==> config.mk <==
export PLATFORM = sky130hd
export DESIGN_NAME = ditd_top
export DESIGN_NICKNAME = d
export VERILOG_FILES = /design/src/logic/ditd_pkg.sv /design/src/logic/ditd_sync.sv /design/src/logic/ditd_top.sv
export SDC_FILE = /design/constraint.sdc
export NUM_CORES = 1
export LEC_CHECK = 0
export BUFFER_PORTS_ARGS = -buffer_cell sky130_fd_sc_hd__buf_4
export CAP_MARGIN = 20
export CORE_UTILIZATION = 50
export CTS_BUF_LIST = sky130_fd_sc_hd__clkbuf_8
export DETAILED_ROUTE_END_ITERATION = 8
export PLACE_DENSITY = 0.78
export SYNTH_ARGS = -nofsm -noshare
export SYNTH_HDL_FRONTEND = slang
export SYNTH_HIERARCHICAL = 1
export SYNTH_SLANG_ARGS = --single-unit
==> constraint.sdc <==
create_clock -name sys_clk -period 11.51 [get_ports sys_clk]
set_input_delay 2.302 -clock sys_clk [delete_from_list [all_inputs] [get_ports sys_clk]]
set_output_delay 2.302 -clock sys_clk [all_outputs]
set_load 0.1 [all_outputs]
==> src/logic/ditd_pkg.sv <==
package ditd_pkg;
  localparam int NUM_TERM = 8;
  localparam int CODE_W = 6;
  localparam int FN_W = 26;
  // Highest accepted function code per terminal group
  localparam logic [5:0] CODE_MAX_LOW = 6'h2B;
  localparam logic [5:0] CODE_MAX_T7 = 6'h2F;
  localparam logic [5:0] CODE_MAX_T8 = 6'h30;
  // Function codes
  localparam int FN_SPD0 = 1;
  localparam int FN_RAMP0 = 4;
  localparam int FN_FLT_NO = 6;
  localparam int FN_FLT_NC = 7;
  localparam int FN_RESET = 8;
  localparam int FN_JOG_F = 9;
  localparam int FN_JOG_R = 10;
  localparam int FN_STOP = 11;
  localparam int FN_UP = 12;
  localparam int FN_LOWER = 13;
  localparam int FN_PLC_PAUSE = 14;
  localparam int FN_HOLD = 15;
  localparam int FN_3WIRE = 16;
  localparam int FN_XSTOP_NO = 17;
  localparam int FN_XSTOP_NC = 18;
  localparam int FN_DCB = 19;
  localparam int FN_NOLOOP = 20;
  localparam int FN_NOPLC = 21;
  localparam int FN_SRC0 = 22;
  localparam int FN_FORCE_CUR = 25;
  // Register byte offsets
  localparam logic [7:0] ADR_FSEL0 = 8'h00;
  localparam logic [7:0] ADR_CFG = 8'h20;
  localparam logic [7:0] ADR_SRC = 8'h24;
  localparam logic [7:0] ADR_BRK = 8'h28;
  localparam logic [7:0] ADR_STAT = 8'h2C;
  localparam logic [7:0] ADR_FLT = 8'h30;
  // Field positions
  localparam int CFG_LOOP_BIT = 0;
  localparam int CFG_PLC_BIT = 1;
  localparam int CFG_STOPM_LSB = 2;
  localparam int FLT_CLR_BIT = 0;
  localparam int FLT_ACT_BIT = 8;
  localparam int STAT_SRC_LSB = 26;
  localparam int STAT_FLT_BIT = 29;
  // Reset values
  localparam logic [5:0] FSEL_RST = 6'h00;
  localparam logic [3:0] CFG_RST = 4'h0;
  localparam logic [2:0] SRC_RST = 3'h1;
  localparam logic [15:0] BRK_RST = 16'h0000;
  // Reference source encodings
  localparam logic [2:0] SRC_DIG1 = 3'h1;
  localparam logic [2:0] SRC_DIG3 = 3'h3;
  localparam logic [2:0] SRC_CUR = 3'h5;
  localparam logic [2:0] SRC_PULSE = 3'h6;
  localparam logic [7:0] FAULT_EXT_CODE = 8'h0F;
  // Braking time unit: one millisecond
  localparam int CLK_PERIOD_NS = 10;
  localparam int BRK_UNIT_NS = 1000000;
  localparam int BRK_TICK_CYCLES = BRK_UNIT_NS / CLK_PERIOD_NS;
  typedef enum logic [1:0] {FLT_OK = 2'b00, FLT_ON = 2'b01} ditd_flt_e;
  typedef enum logic [1:0] {BRK_IDLE = 2'b00, BRK_RUN = 2'b01, BRK_TAIL = 2'b11} ditd_brk_e;
endpackage : ditd_pkg

==> src/logic/ditd_sync.sv <==
`timescale 1ns/1ps
module ditd_sync
  import ditd_pkg::*;
(
  // Clock and reset
  input wire logic sys_clk,
  input wire logic rst,
  // Pin level in, settled level out
  input wire logic async_in,
  output logic sync_out
);
  logic meta_ff;
  logic sync_ff;
  logic nxt_meta;
  logic nxt_sync;

  // Second stage is the only reader of the first
  always_comb begin
    nxt_meta = async_in;
    nxt_sync = meta_ff;
  end

  // Two stages against contact metastability
  always_ff @(posedge sys_clk) begin
    if (rst) begin
      meta_ff <= 1'b0;
      sync_ff <= 1'b0;
    end else begin
      meta_ff <= nxt_meta;
      sync_ff <= nxt_sync;
    end
  end

  assign sync_out = sync_ff;
endmodule : ditd_sync

==> src/logic/ditd_top.sv <==
// Implementation choices: the register addresses and register access over Wishbone.
`timescale 1ns/1ps
module ditd_top
  import ditd_pkg::*;
#(
  parameter int TICK_CYCLES = BRK_TICK_CYCLES
) (
  // Clock and reset
  input wire logic sys_clk,
  input wire logic rst,
  // Wishbone slave
  input wire logic wb_cyc_i,
  input wire logic wb_stb_i,
  input wire logic wb_we_i,
  input wire logic [7:0] wb_adr_i,
  input wire logic [3:0] wb_sel_i,
  input wire logic [31:0] wb_dat_i,
  output logic [31:0] wb_dat_o,
  output logic wb_ack_o,
  // Terminal pins and core status
  input wire logic [NUM_TERM-1:0] term_in,
  input wire logic decel_stop_in,
  // Speed and ramp selection
  output logic [2:0] multi_step_speed,
  output logic [1:0] ramp_set_sel,
  // Fault handling
  output logic fault_active,
  output logic [7:0] fault_code,
  output logic fault_clear_pulse,
  // Run commands
  output logic jog_forward_cmd,
  output logic jog_reverse_cmd,
  output logic remote_stop_cmd,
  output logic [1:0] stop_mode,
  output logic three_wire_stop,
  output logic freq_raise_cmd,
  output logic freq_lower_cmd,
  output logic plc_pause,
  output logic zero_freq_cmd,
  output logic flying_start,
  output logic ramp_hold,
  output logic dc_brake,
  // Mode and source
  output logic loop_bypass,
  output logic plc_bypass,
  output logic [2:0] ref_source
);
  logic [NUM_TERM-1:0] term_lvl;
  logic [NUM_TERM-1:0] term_act;
  logic [CODE_W-1:0] fsel_ff [NUM_TERM];
  logic [CODE_W-1:0] nxt_fsel [NUM_TERM];
  logic [FN_W-1:0] fn_c;
  logic [FN_W-1:0] fn_ff;
  logic [FN_W-1:0] fn_rise;
  logic [FN_W-1:0] fn_fall;

  // Synchronise and polarise each terminal
  genvar g;
  generate
    for (g = 0; g < NUM_TERM; g++) begin : g_term
      ditd_sync u_sync (
        .sys_clk(sys_clk),
        .rst(rst),
        .async_in(term_in[g]),
        .sync_out(term_lvl[g])
      );
      // Normally-closed codes are active when the contact opens
      assign term_act[g] = term_lvl[g] ^ ((fsel_ff[g] == CODE_W'(FN_FLT_NC)) ||
                                          (fsel_ff[g] == CODE_W'(FN_XSTOP_NC)));
    end
  endgenerate

  // Function vector: any terminal carrying a code drives it
  always_comb begin
    fn_c = '0;
    for (int f = 1; f < FN_W; f++) begin
      for (int t = 0; t < NUM_TERM; t++) begin
        if (fsel_ff[t] == CODE_W'(f) && term_act[t]) begin
          fn_c[f] = 1'b1;
        end
      end
    end
  end

  assign fn_rise = fn_c & ~fn_ff;
  assign fn_fall = ~fn_c & fn_ff;

  // ---- Register bus ----
  logic wb_ack_ff;
  logic nxt_wb_ack;
  logic [31:0] wb_dat_ff;
  logic [31:0] nxt_wb_dat;
  logic [3:0] cfg_ff;
  logic [3:0] nxt_cfg;
  logic [2:0] srcp_ff;
  logic [2:0] nxt_srcp;
  logic [15:0] brk_ff;
  logic [15:0] nxt_brk;
  logic wr_go;
  logic sw_src_wr;
  logic sw_flt_clr;
  logic [31:0] wmask;
  logic [31:0] cur_word;
  logic [31:0] new_word;

  // Write lands on the edge that completes the cycle
  assign wr_go = wb_cyc_i & wb_stb_i & wb_we_i & wb_ack_ff;
  assign wmask = {{8{wb_sel_i[3]}}, {8{wb_sel_i[2]}}, {8{wb_sel_i[1]}}, {8{wb_sel_i[0]}}};
  assign new_word = (cur_word & ~wmask) | (wb_dat_i & wmask);

  // Present word of the addressed register, also read data
  always_comb begin
    cur_word = 32'h0000_0000;
    case (wb_adr_i)
      ADR_CFG: cur_word = {28'h000_0000, cfg_ff};
      ADR_SRC: cur_word = {29'h0000_0000, srcp_ff};
      ADR_BRK: cur_word = {16'h0000, brk_ff};
      ADR_STAT: cur_word = {2'b00, fault_active, ref_source, fn_ff};
      ADR_FLT: cur_word = {23'h00_0000, fault_active, fault_code};
      default: begin
        if (wb_adr_i[7:5] == ADR_FSEL0[7:5] && wb_adr_i[1:0] == 2'b00) begin
          cur_word = {26'h000_0000, fsel_ff[wb_adr_i[4:2]]};
        end
      end
    endcase
  end

  // Register writes; out-of-range codes are refused
  always_comb begin
    nxt_wb_ack = wb_cyc_i & wb_stb_i & ~wb_ack_ff;
    nxt_wb_dat = nxt_wb_ack ? cur_word : wb_dat_ff;
    nxt_cfg = cfg_ff;
    nxt_srcp = srcp_ff;
    nxt_brk = brk_ff;
    sw_src_wr = 1'b0;
    sw_flt_clr = 1'b0;
    for (int t = 0; t < NUM_TERM; t++) begin
      nxt_fsel[t] = fsel_ff[t];
    end
    if (wr_go) begin
      case (wb_adr_i)
        ADR_CFG: nxt_cfg = new_word[3:0];
        ADR_BRK: nxt_brk = new_word[15:0];
        ADR_SRC: begin
          if (new_word[2:0] >= SRC_DIG1 && new_word[2:0] <= SRC_PULSE) begin
            nxt_srcp = new_word[2:0];
            sw_src_wr = 1'b1;
          end
        end
        ADR_FLT: sw_flt_clr = wb_sel_i[0] & wb_dat_i[FLT_CLR_BIT];
        ADR_STAT: ;
        default: begin
          if (wb_adr_i[7:5] == ADR_FSEL0[7:5] && wb_adr_i[1:0] == 2'b00 &&
              new_word[31:6] == 26'h000_0000 &&
              new_word[5:0] <= (wb_adr_i[4:2] == 3'h7 ? CODE_MAX_T8 :
                                wb_adr_i[4:2] == 3'h6 ? CODE_MAX_T7 : CODE_MAX_LOW)) begin
            nxt_fsel[wb_adr_i[4:2]] = new_word[5:0];
          end
        end
      endcase
    end
  end

  always_ff @(posedge sys_clk) begin
    if (rst) begin
      wb_ack_ff <= 1'b0;
      wb_dat_ff <= 32'h0000_0000;
      cfg_ff <= CFG_RST;
      srcp_ff <= SRC_RST;
      brk_ff <= BRK_RST;
      for (int t = 0; t < NUM_TERM; t++) begin
        fsel_ff[t] <= FSEL_RST;
      end
    end else begin
      wb_ack_ff <= nxt_wb_ack;
      wb_dat_ff <= nxt_wb_dat;
      cfg_ff <= nxt_cfg;
      srcp_ff <= nxt_srcp;
      brk_ff <= nxt_brk;
      for (int t = 0; t < NUM_TERM; t++) begin
        fsel_ff[t] <= nxt_fsel[t];
      end
    end
  end

  // ---- Fault, source and braking state ----
  ditd_flt_e flt_ff;
  ditd_flt_e nxt_flt;
  ditd_brk_e brk_st_ff;
  ditd_brk_e nxt_brk_st;
  logic [2:0] src_ff;
  logic [2:0] nxt_src;
  logic [2:0] tsel;
  logic [15:0] brk_cnt_ff;
  logic [15:0] nxt_brk_cnt;
  logic [31:0] tick_cnt_ff;
  logic [31:0] nxt_tick_cnt;
  logic tick;

  assign tsel = fn_c[FN_SRC0+2:FN_SRC0];
  assign tick = (tick_cnt_ff == 32'(TICK_CYCLES - 1));

  // Fault set beats a clear in the same cycle
  always_comb begin
    case (flt_ff)
      FLT_OK: nxt_flt = (fn_c[FN_FLT_NO] | fn_c[FN_FLT_NC]) ? FLT_ON : FLT_OK;
      FLT_ON: begin
        if (fn_c[FN_FLT_NO] | fn_c[FN_FLT_NC]) begin
          nxt_flt = FLT_ON;
        end else if (fn_rise[FN_RESET] | sw_flt_clr) begin
          nxt_flt = FLT_OK;
        end else begin
          nxt_flt = FLT_ON;
        end
      end
      default: nxt_flt = FLT_OK;
    endcase
  end

  // Latest of terminal selector change or parameter write wins
  always_comb begin
    nxt_src = src_ff;
    if (sw_src_wr) begin
      nxt_src = nxt_srcp;
    end
    if (tsel != fn_ff[FN_SRC0+2:FN_SRC0] && tsel != 3'h0) begin
      nxt_src = (tsel > SRC_PULSE) ? SRC_PULSE : tsel;
    end
  end

  // Brake runs while held, then for what is left of the set time
  always_comb begin
    nxt_tick_cnt = tick ? 32'h0000_0000 : tick_cnt_ff + 32'h0000_0001;
    nxt_brk_cnt = brk_cnt_ff;
    nxt_brk_st = brk_st_ff;
    if (tick && brk_cnt_ff != 16'h0000) begin
      nxt_brk_cnt = brk_cnt_ff - 16'h0001;
    end
    case (brk_st_ff)
      BRK_IDLE: begin
        if (fn_rise[FN_DCB]) begin
          nxt_brk_st = BRK_RUN;
          nxt_brk_cnt = brk_ff;
          nxt_tick_cnt = 32'h0000_0000;
        end
      end
      BRK_RUN: begin
        if (!fn_c[FN_DCB]) begin
          nxt_brk_st = (nxt_brk_cnt == 16'h0000) ? BRK_IDLE : BRK_TAIL;
        end
      end
      BRK_TAIL: begin
        if (fn_rise[FN_DCB]) begin
          nxt_brk_st = BRK_RUN;
          nxt_brk_cnt = brk_ff;
          nxt_tick_cnt = 32'h0000_0000;
        end else if (nxt_brk_cnt == 16'h0000) begin
          nxt_brk_st = BRK_IDLE;
        end
      end
      default: nxt_brk_st = BRK_IDLE;
    endcase
  end

  always_ff @(posedge sys_clk) begin
    if (rst) begin
      fn_ff <= '0;
      flt_ff <= FLT_OK;
      src_ff <= SRC_RST;
      brk_st_ff <= BRK_IDLE;
      brk_cnt_ff <= 16'h0000;
      tick_cnt_ff <= 32'h0000_0000;
    end else begin
      fn_ff <= fn_c;
      flt_ff <= nxt_flt;
      src_ff <= nxt_src;
      brk_st_ff <= nxt_brk_st;
      brk_cnt_ff <= nxt_brk_cnt;
      tick_cnt_ff <= nxt_tick_cnt;
    end
  end

  // ---- Registered outputs ----
  logic [31:0] out_ff;
  logic [31:0] nxt_out;
  logic [2:0] src_out_ff;
  logic [2:0] nxt_src_out;
  logic dig_src;

  // Up/down only makes sense on a digital setting
  assign dig_src = (src_ff >= SRC_DIG1) && (src_ff <= SRC_DIG3) && !fn_c[FN_FORCE_CUR];

  always_comb begin
    nxt_out = 32'h0000_0000;
    nxt_out[2:0] = fn_c[FN_SPD0+2:FN_SPD0];
    nxt_out[4:3] = fn_c[FN_RAMP0+1:FN_RAMP0];
    nxt_out[5] = (nxt_flt == FLT_ON);
    nxt_out[29:22] = (nxt_flt == FLT_ON) ? FAULT_EXT_CODE : 8'h00;
    nxt_out[6] = (flt_ff == FLT_ON) && (nxt_flt == FLT_OK);
    nxt_out[7] = fn_c[FN_JOG_F];
    nxt_out[8] = fn_c[FN_JOG_R];
    nxt_out[9] = fn_c[FN_STOP];
    nxt_out[10] = fn_c[FN_3WIRE];
    nxt_out[11] = fn_c[FN_UP] & dig_src;
    nxt_out[12] = fn_c[FN_LOWER] & dig_src;
    nxt_out[13] = fn_c[FN_PLC_PAUSE];
    // No alarm path from external stop: it zeroes the output and gives a flying start on release
    nxt_out[14] = fn_c[FN_PLC_PAUSE] | fn_c[FN_XSTOP_NO] | fn_c[FN_XSTOP_NC];
    nxt_out[15] = fn_fall[FN_PLC_PAUSE] |
                  ((fn_ff[FN_XSTOP_NO] | fn_ff[FN_XSTOP_NC]) &
                   ~(fn_c[FN_XSTOP_NO] | fn_c[FN_XSTOP_NC]));
    nxt_out[16] = fn_c[FN_HOLD] & ~decel_stop_in;
    nxt_out[17] = fn_c[FN_DCB] | (nxt_brk_st != BRK_IDLE);
    nxt_out[18] = fn_c[FN_NOLOOP] & cfg_ff[CFG_LOOP_BIT];
    nxt_out[19] = fn_c[FN_NOPLC] & cfg_ff[CFG_PLC_BIT];
    nxt_out[21:20] = cfg_ff[CFG_STOPM_LSB+1:CFG_STOPM_LSB];
    nxt_src_out = fn_c[FN_FORCE_CUR] ? SRC_CUR : nxt_src;
  end

  always_ff @(posedge sys_clk) begin
    if (rst) begin
      out_ff <= 32'h0000_0000;
      src_out_ff <= SRC_RST;
    end else begin
      out_ff <= nxt_out;
      src_out_ff <= nxt_src_out;
    end
  end

  assign wb_ack_o = wb_ack_ff;
  assign wb_dat_o = wb_dat_ff;
  assign multi_step_speed = out_ff[2:0];
  assign ramp_set_sel = out_ff[4:3];
  assign fault_active = out_ff[5];
  assign fault_code = out_ff[29:22];
  assign fault_clear_pulse = out_ff[6];
  assign jog_forward_cmd = out_ff[7];
  assign jog_reverse_cmd = out_ff[8];
  assign remote_stop_cmd = out_ff[9];
  assign three_wire_stop = out_ff[10];
  assign freq_raise_cmd = out_ff[11];
  assign freq_lower_cmd = out_ff[12];
  assign plc_pause = out_ff[13];
  assign zero_freq_cmd = out_ff[14];
  assign flying_start = out_ff[15];
  assign ramp_hold = out_ff[16];
  assign dc_brake = out_ff[17];
  assign loop_bypass = out_ff[18];
  assign plc_bypass = out_ff[19];
  assign stop_mode = out_ff[21:20];
  assign ref_source = src_out_ff;

  // ---- Checks ----
  chk_speed_sel: assert property (@(posedge sys_clk) disable iff (rst)
    multi_step_speed == $past(fn_c[3:1])) else $error("speed select mismatch");
  chk_ramp_sel: assert property (@(posedge sys_clk) disable iff (rst)
    ramp_set_sel == $past(fn_c[5:4])) else $error("ramp select mismatch");
  chk_fault_set: assert property (@(posedge sys_clk) disable iff (rst)
    (fn_c[6] | fn_c[7]) |=> fault_active && fault_code == 8'h0F) else $error("fault not set");
  chk_fault_clear: assert property (@(posedge sys_clk) disable iff (rst)
    fault_active && !(fn_c[6] | fn_c[7]) && fn_rise[8] |=> !fault_active)
    else $error("reset did not clear fault");
  chk_jog_cmds: assert property (@(posedge sys_clk) disable iff (rst)
    fn_c[9] && !fn_c[10] |=> jog_forward_cmd && !jog_reverse_cmd) else $error("jog mismatch");
  chk_remote_stop: assert property (@(posedge sys_clk) disable iff (rst)
    fn_c[11] |=> remote_stop_cmd) else $error("remote stop missed");
  chk_updn_gate: assert property (@(posedge sys_clk) disable iff (rst)
    (freq_raise_cmd | freq_lower_cmd) |-> $past(dig_src)) else $error("up/down not gated");
  chk_plc_pause: assert property (@(posedge sys_clk) disable iff (rst)
    $fell(plc_pause) |-> flying_start) else $error("no flying start after pause");
  chk_ramp_hold: assert property (@(posedge sys_clk) disable iff (rst)
    $past(decel_stop_in) |-> !ramp_hold) else $error("hold during decel stop");
  chk_three_wire: assert property (@(posedge sys_clk) disable iff (rst)
    fn_c[16] |=> three_wire_stop) else $error("three-wire stop missed");
  chk_ext_stop: assert property (@(posedge sys_clk) disable iff (rst)
    (fn_c[17] | fn_c[18]) && !fault_active && !(fn_c[6] | fn_c[7]) |=>
    zero_freq_cmd && !fault_active)
    else $error("external stop raised fault or kept output");
  chk_brake_min: assert property (@(posedge sys_clk) disable iff (rst)
    fn_rise[19] && int'(brk_ff) * TICK_CYCLES >= 8 |=> dc_brake [*8])
    else $error("brake ended early");
  chk_loop_bypass: assert property (@(posedge sys_clk) disable iff (rst)
    loop_bypass |-> $past(cfg_ff[0])) else $error("loop bypass without closed loop");
  chk_plc_bypass: assert property (@(posedge sys_clk) disable iff (rst)
    plc_bypass |-> $past(cfg_ff[1])) else $error("PLC bypass without PLC");
  chk_src_select: assert property (@(posedge sys_clk) disable iff (rst)
    tsel == 3'h4 && fn_ff[24:22] != 3'h4 && !fn_c[25] |=> ref_source == 3'h4)
    else $error("terminal source not taken");
  chk_src_latest: assert property (@(posedge sys_clk) disable iff (rst)
    sw_src_wr && tsel == fn_ff[24:22] && !fn_c[25] |=> ref_source == $past(nxt_srcp))
    else $error("parameter write not followed");
  chk_force_cur: assert property (@(posedge sys_clk) disable iff (rst)
    fn_c[25] |=> ref_source == 3'h5) else $error("current input not forced");
  chk_code_range: assert property (@(posedge sys_clk) disable iff (rst)
    fsel_ff[0] <= 6'h2B && fsel_ff[6] <= 6'h2F && fsel_ff[7] <= 6'h30)
    else $error("code out of range");
  chk_wb_ack: assert property (@(posedge sys_clk) disable iff (rst)
    wb_ack_o |=> !wb_ack_o) else $error("ack held two cycles");
  cov_fault_cycle: cover property (@(posedge sys_clk) disable iff (rst)
    fault_active ##[1:200] fault_clear_pulse);
  cov_brake_tail: cover property (@(posedge sys_clk) disable iff (rst)
    brk_st_ff == BRK_TAIL);
  cov_force_cur: cover property (@(posedge sys_clk) disable iff (rst)
    $fell(fn_c[25]));
  cov_flying: cover property (@(posedge sys_clk) disable iff (rst) flying_start);
endmodule : ditd_top

Word level (Yosys, flattened, before mapping)
Memory sizes are Yosys's and may differ from the RTL's.
Cells that the tools add are included.
{ "op_classes": {"reduce_logical": 234, "bitwise_logic": 47, "mux": 250, "eq_ne": 213, "order_cmp": 8, "add_sub_neg": 2} }
{ "ops": {"columns": ["cell", "n"], "rows": [
  ["6-bit by 5-bit == test with 1-bit output (second input constant)", 80],
  ["6-bit by 4-bit == test with 1-bit output (second input constant)", 64],
  ["1-bit two-way mux", 211],
  ["1-bit logical AND", 210],
  ["6-bit by 3-bit == test with 1-bit output (second input constant)", 32],
  ["30-bit case mux with 5 select lines", 1],
  ["48-bit two-way mux", 3],
  ["6-bit by 2-bit == test with 1-bit output (second input constant)", 16],
  ["32-bit two-way mux", 3],
  ["32-bit bitwise AND", 2],
  ["6-bit two-way mux", 10],
  ["48-bit bitwise mux", 1],
  ["6-bit by 1-bit == test with 1-bit output (second input constant)", 8],
  ["16-bit two-way mux", 3],
  ["8-bit by 6-bit == test with 1-bit output (second input constant)", 5],
  ["32-bit by 1-bit adder with 32-bit output (second input constant)", 1],
  ["32-bit by 17-bit == test with 1-bit output (second input constant)", 1],
  ["32-bit NOT", 1],
  ["32-bit bitwise OR", 1],
  ["26-bit logical NOT", 1],
  ["3-bit two-way mux", 8],
  ["20-bit bitwise AND", 1],
  ["20-bit NOT", 1],
  ["6-bit demux with 3-bit select", 1],
  ["other kinds (36)", 89]
]} }
{ "totals": {"inputBits": 58, "ramBits": 48, "memories": 1, "ff_bits": 182, "word_cells": 786, "output_inout_bits": 66} }
{ "memory_table": {"columns": ["name", "depth", "word_bits", "rd", "rd_clocked_by_memory_dff", "wr", "line_no", "source"], "rows": [
  ["fsel_ff", 8, 6, 9, 0, 8, "ditd_top.sv:50", "logic [CODE_W-1:0] fsel_ff [NUM_TERM];"]
]} }

Longest topological paths before layout
An unclocked memory read counts as a cell.
{ "depth": {"ltp_word": 20, "mapped_depth": 17, "depth_no_buf": 14} }

Cells and area by module
Netlist, hierarchy kept.
{ "by_module_without_submodules": {"columns": ["module", "area_per_inst_um2", "seq_area_each_um2", "cells_each", "n_inst"], "rows": [
  ["ditd_top", 11811.3, 3903.7, 1478, 1],
  ["ditd_sync", 52.6, 40.0, 4, 8]
]} }

Worst setup path before layout
No wires, ideal clock.
{ "synth_timing": {"path_kind": "input-to-reg", "start": "input wb_adr_i[4]", "end": "memory fsel_ff[0][2]", "n_path_buf": 3, "path_stages": 14, "t_required_ps": 11437, "path_slack_ps": 5807, "t_arrival_ps": 5630, "setup_ps": 73, "cell_sequence": "clkbuf_1 clkbuf_1 buf_1 mux2i_1 nor2_1 a2111oi_0 a21oi_1 ha_1 o21a_1 o21a_1 o221ai_2 nand2_4 nor4_4 mux2i_1"} }
{ "synth_rtl": {"columns": ["element", "line_no", "source"], "rows": [
  ["start, declared", "ditd_top.sv:15", "input wire logic [7:0] wb_adr_i,"],
  ["end, declared", "ditd_top.sv:50", null]
]} }

==> metrics.txt <==
post-synthesis instance total 1510; vias in the first global route 10.89k; post-synthesis cell type count 90; final period utilization 49.35%; Post-CTS Setup Inserts 0; Max H-tree Level 2; WP buf/inv 1; # setup viols final 0; Die ar. 25090 µm²; cells along the critical path buf_4 > nor4_2 > nand2_1 > a311o_1 > o211ai_1 > ha_1 > o21a_1 > o21a_1 > o21a_1 > o221ai_2 > nand2_4 > nor4_4 > mux2i_1; final cell utilization of the core 57.98%; routing usage on met2 51.23%; setup TNS 0 ns; Die Ht between 150 and 200 µm; ranking of synthesized cells by area dfxtp_1 (35%), mux2i_1 (5.6%), nor2_1 (5.4%), nand2_1 (4.9%), nand3_1 (3.1%); clk_skew roughly 0.024 ns; Syn. warnings 6; delay-heaviest family, CP simple AND/OR/NAND/NOR gates; WP data arrival 6.13 ns; M1 GR Usage 48.97%; Antenna Nets Post-Route 0; RR Startpoint fsel_ff[2][3]$_SDFFE_PP0P_; R2R depth 8; n_diodes 0; delay of the slowest critical-path stage 0.73 ns; Critical Path Stages 13; Avg Cell Area, Syn 8.100 µm²; HP Class reg2reg; placed insts 1850; area fraction of the dominant cell type after synthesis 34.53%; core box area ~24000 µm²; PostCTS Resize Cnt 0; hold endpoint g_term[5].u_sync/sync_out$_SDFF_PP0_; drt total wl 43820 µm; num ports 124; number of synthesized register bits 211; pwr dens between 100 and 150 nW/µm²; Worst EP required 11.96 ns; remaining global-route overflow 0; Vias/cell 6.379; Final Non-Filler Cells 1914; IO Port Bufs about 120; VDD IR max 89.98 µV; M3 GR Usage under 10%; Peak Freq approximately 0.18 GHz; clk root buf clkbuf_8; P&R area growth vs syn 12.59%; CP Max Fanout 9; hold depth 1; leak pwr about 5.0 nW; synth cell count leaders dfxtp_1 (211), nor2_1 (176), nand2_1 (161); Worst Hold Launch g_term[5].u_sync/meta_ff$_SDFF_PP0_; EDFF count, synth 0; Bufs on Longest Clock Path 3; Crit Reg-Reg Endpoint tick_cnt_ff[20]$_SDFF_PP0_; Slew headroom 19.31%; fin. max-slew vios 0; top-count cell post-synth dfxtp_1; WS Path Type in2reg; CP max-delay cell nor4_2; Avg WL per Cell 22.89 µm; layout cell share with drive strength beyond 1 approximately 14%; Die Span X roughly 160 µm; largest net degree at the start of global routing 72; first-pass GRT wire length approximately 65000 µm; clock transition at the registers of the reported paths 0.06 ns; total of max-cap violations 0; final net count 1641; Post-Syn Area about 12000 µm²; CTS Sinks 211; min Tclk post-route 5.680 ns; Critical Path End Type flop; GR peak layer met2; Worst Setup Start Kind input pin; status complete, no violations; TritonCTS buffer count 37; Crit path top cell by count o21a_1; Worst-Margin Slew 1.199 ns; share of flip-flops with an asynchronous set or reset 0%; Vias approximately 12k; Starting DRT DRC Count between 1.5k and 2k; # rows 56; Seq/Total Area, Yosys 34.53%; Placer Congestion 1.032; drt first pass iters 6; CTS tree built; initial antenna violation count 0; top_reg_cell synth dfxtp_1; Worst Setup SP wb_adr_i[1]; hold_buf cts 0; reg2reg setup slack 6.91 ns; Total Routing Usage GR 34.43%; unrepaired setup endpoints after global routing false; clk_lat worst skew ~0.54 ns; final hold vios 0; Synth area leader dfxtp_1; DRC Markers 0; Initial Util between 50% and 60%; dpl hpwl around 33000 µm
-- worst max path at each step --
stage,endpoint,slack [ns]
5_1_grt,fsel_ff[0][3]$_SDFFE_PP0P_,5.60
2_1_floorplan,fsel_ff[0][2]$_SDFFE_PP0P_,5.81
3_3_place_gp,fsel_ff[0][5]$_SDFFE_PP0P_,5.52
3_5_place_dp,fsel_ff[0][1]$_SDFFE_PP0P_,5.34
6_report,fsel_ff[0][1]$_SDFFE_PP0P_,5.83
4_1_cts,fsel_ff[0][1]$_SDFFE_PP0P_,5.88
-- cell type report --
class	instances	area [µm²]
clock buffers	40	550.5
fillers	2169	9981
inverters	24	90.09
clock inverters	22	106.4
flip-flops and latches	211	4224
repair buffers	126	947.2
well taps	319	399.1
multi-input cells	1172	7455
-- logic make-up (layout without fill, tap and decap cells) --
kind of cell               after synthesis  count (layout)  synth area share [%]
AOI/OAI and AO/OA                      259             259                 15.00
xor gates and xnor gates                50              50                 3.580
adders and majority gates               11              11                 1.125
buffers and inverters                  132             212                 4.695
DFF                                    211             211                 34.53
muxes                                   86              86                 8.142
other                                    1               6               0.03066
and+or+nand+nor                        760             760                 32.90
-- state kept, by name, summed over array words and instances, names as in the netlist, 4 cells and up --
register / cells
wb_dat_o: 30
fn_ff: 25
fsel_ff: 48
g_term.u_sync/sync_out: 8
brk_ff: 16
cfg_ff: 4
out_ff: 12
tick_cnt_ff: 32
g_term.u_sync/meta_ff: 8
brk_cnt_ff: 16
-- routing by layer --
layer  wire length, µm  vias to the layer above
li1                  -                     5594
met1             18410                     5724
met2             18870                      773
met3              4917                      119
met4              1613                        0
met5                 0                        -
-- layout by cell type (no fill, tap or decap), types with 12 or more instances in the layout --
cell type  Yosys  final
xnor2_1       22     22
nor3_1        58     58
clkbuf_8       0     40
and3b_1       12     12
a31oi_1       17     17
nor2b_1       46     46
nand2_1      161    161
buf_4         16    124
o22ai_1       13     13
nand4_1       21     21
nor4_1        30     30
nand2b_1      30     30
and2_1        20     20
o21ai_0       21     21
a21oi_1       69     69
a211oi_1      31     31
inv_1         24     38
nand3_1       75     75
xor2_1        28     28
or4_1         13     13
nor2_1       176    175
dfxtp_1      211    211
mux2i_1       68     68
and3_1        22     22
nand3b_1      21     21
-- worst register-to-register path, delay by kind of cell, from the launching register on --
| family | cells | cell delay, ns |
|---|---|---|
| AO/OA/AOI/OAI | 1 | 0.32 |
| flip-flops | 1 | 0.71 |
| AND/OR/NAND/NOR | 7 | 3.47 |
-- through the flow --
step | setup WS, ns | hold slack [ns] | instance area, µm² | total power (W)
after floorplan | 5.807 | 0.4138 | 12250 | 0.0008254
after global placement | 5.518 | 0.4169 | 13100 | 0.0008565
after detailed placement | 5.345 | 0.4258 | 13100 | 0.0008574
after CTS | 5.884 | 0.4395 | 13760 | 0.001484
after global routing | 5.601 | 0.4640 | 13770 | 0.001522
final | 5.830 | 0.4388 | 13770 | 0.001475
-- power breakdown --
part	switching (W)	leakage, nW	internal [W]	total (W)
logic	0.0000717	2.94	0.0000313	0.000103
clock network	0.000310	0.384	0.000321	0.000631
registers	0.00000569	1.70	0.000736	0.000741
total	0.000387	5.03	0.00109	0.00148
Note: power is estimated with default switching activity, not from simulation.
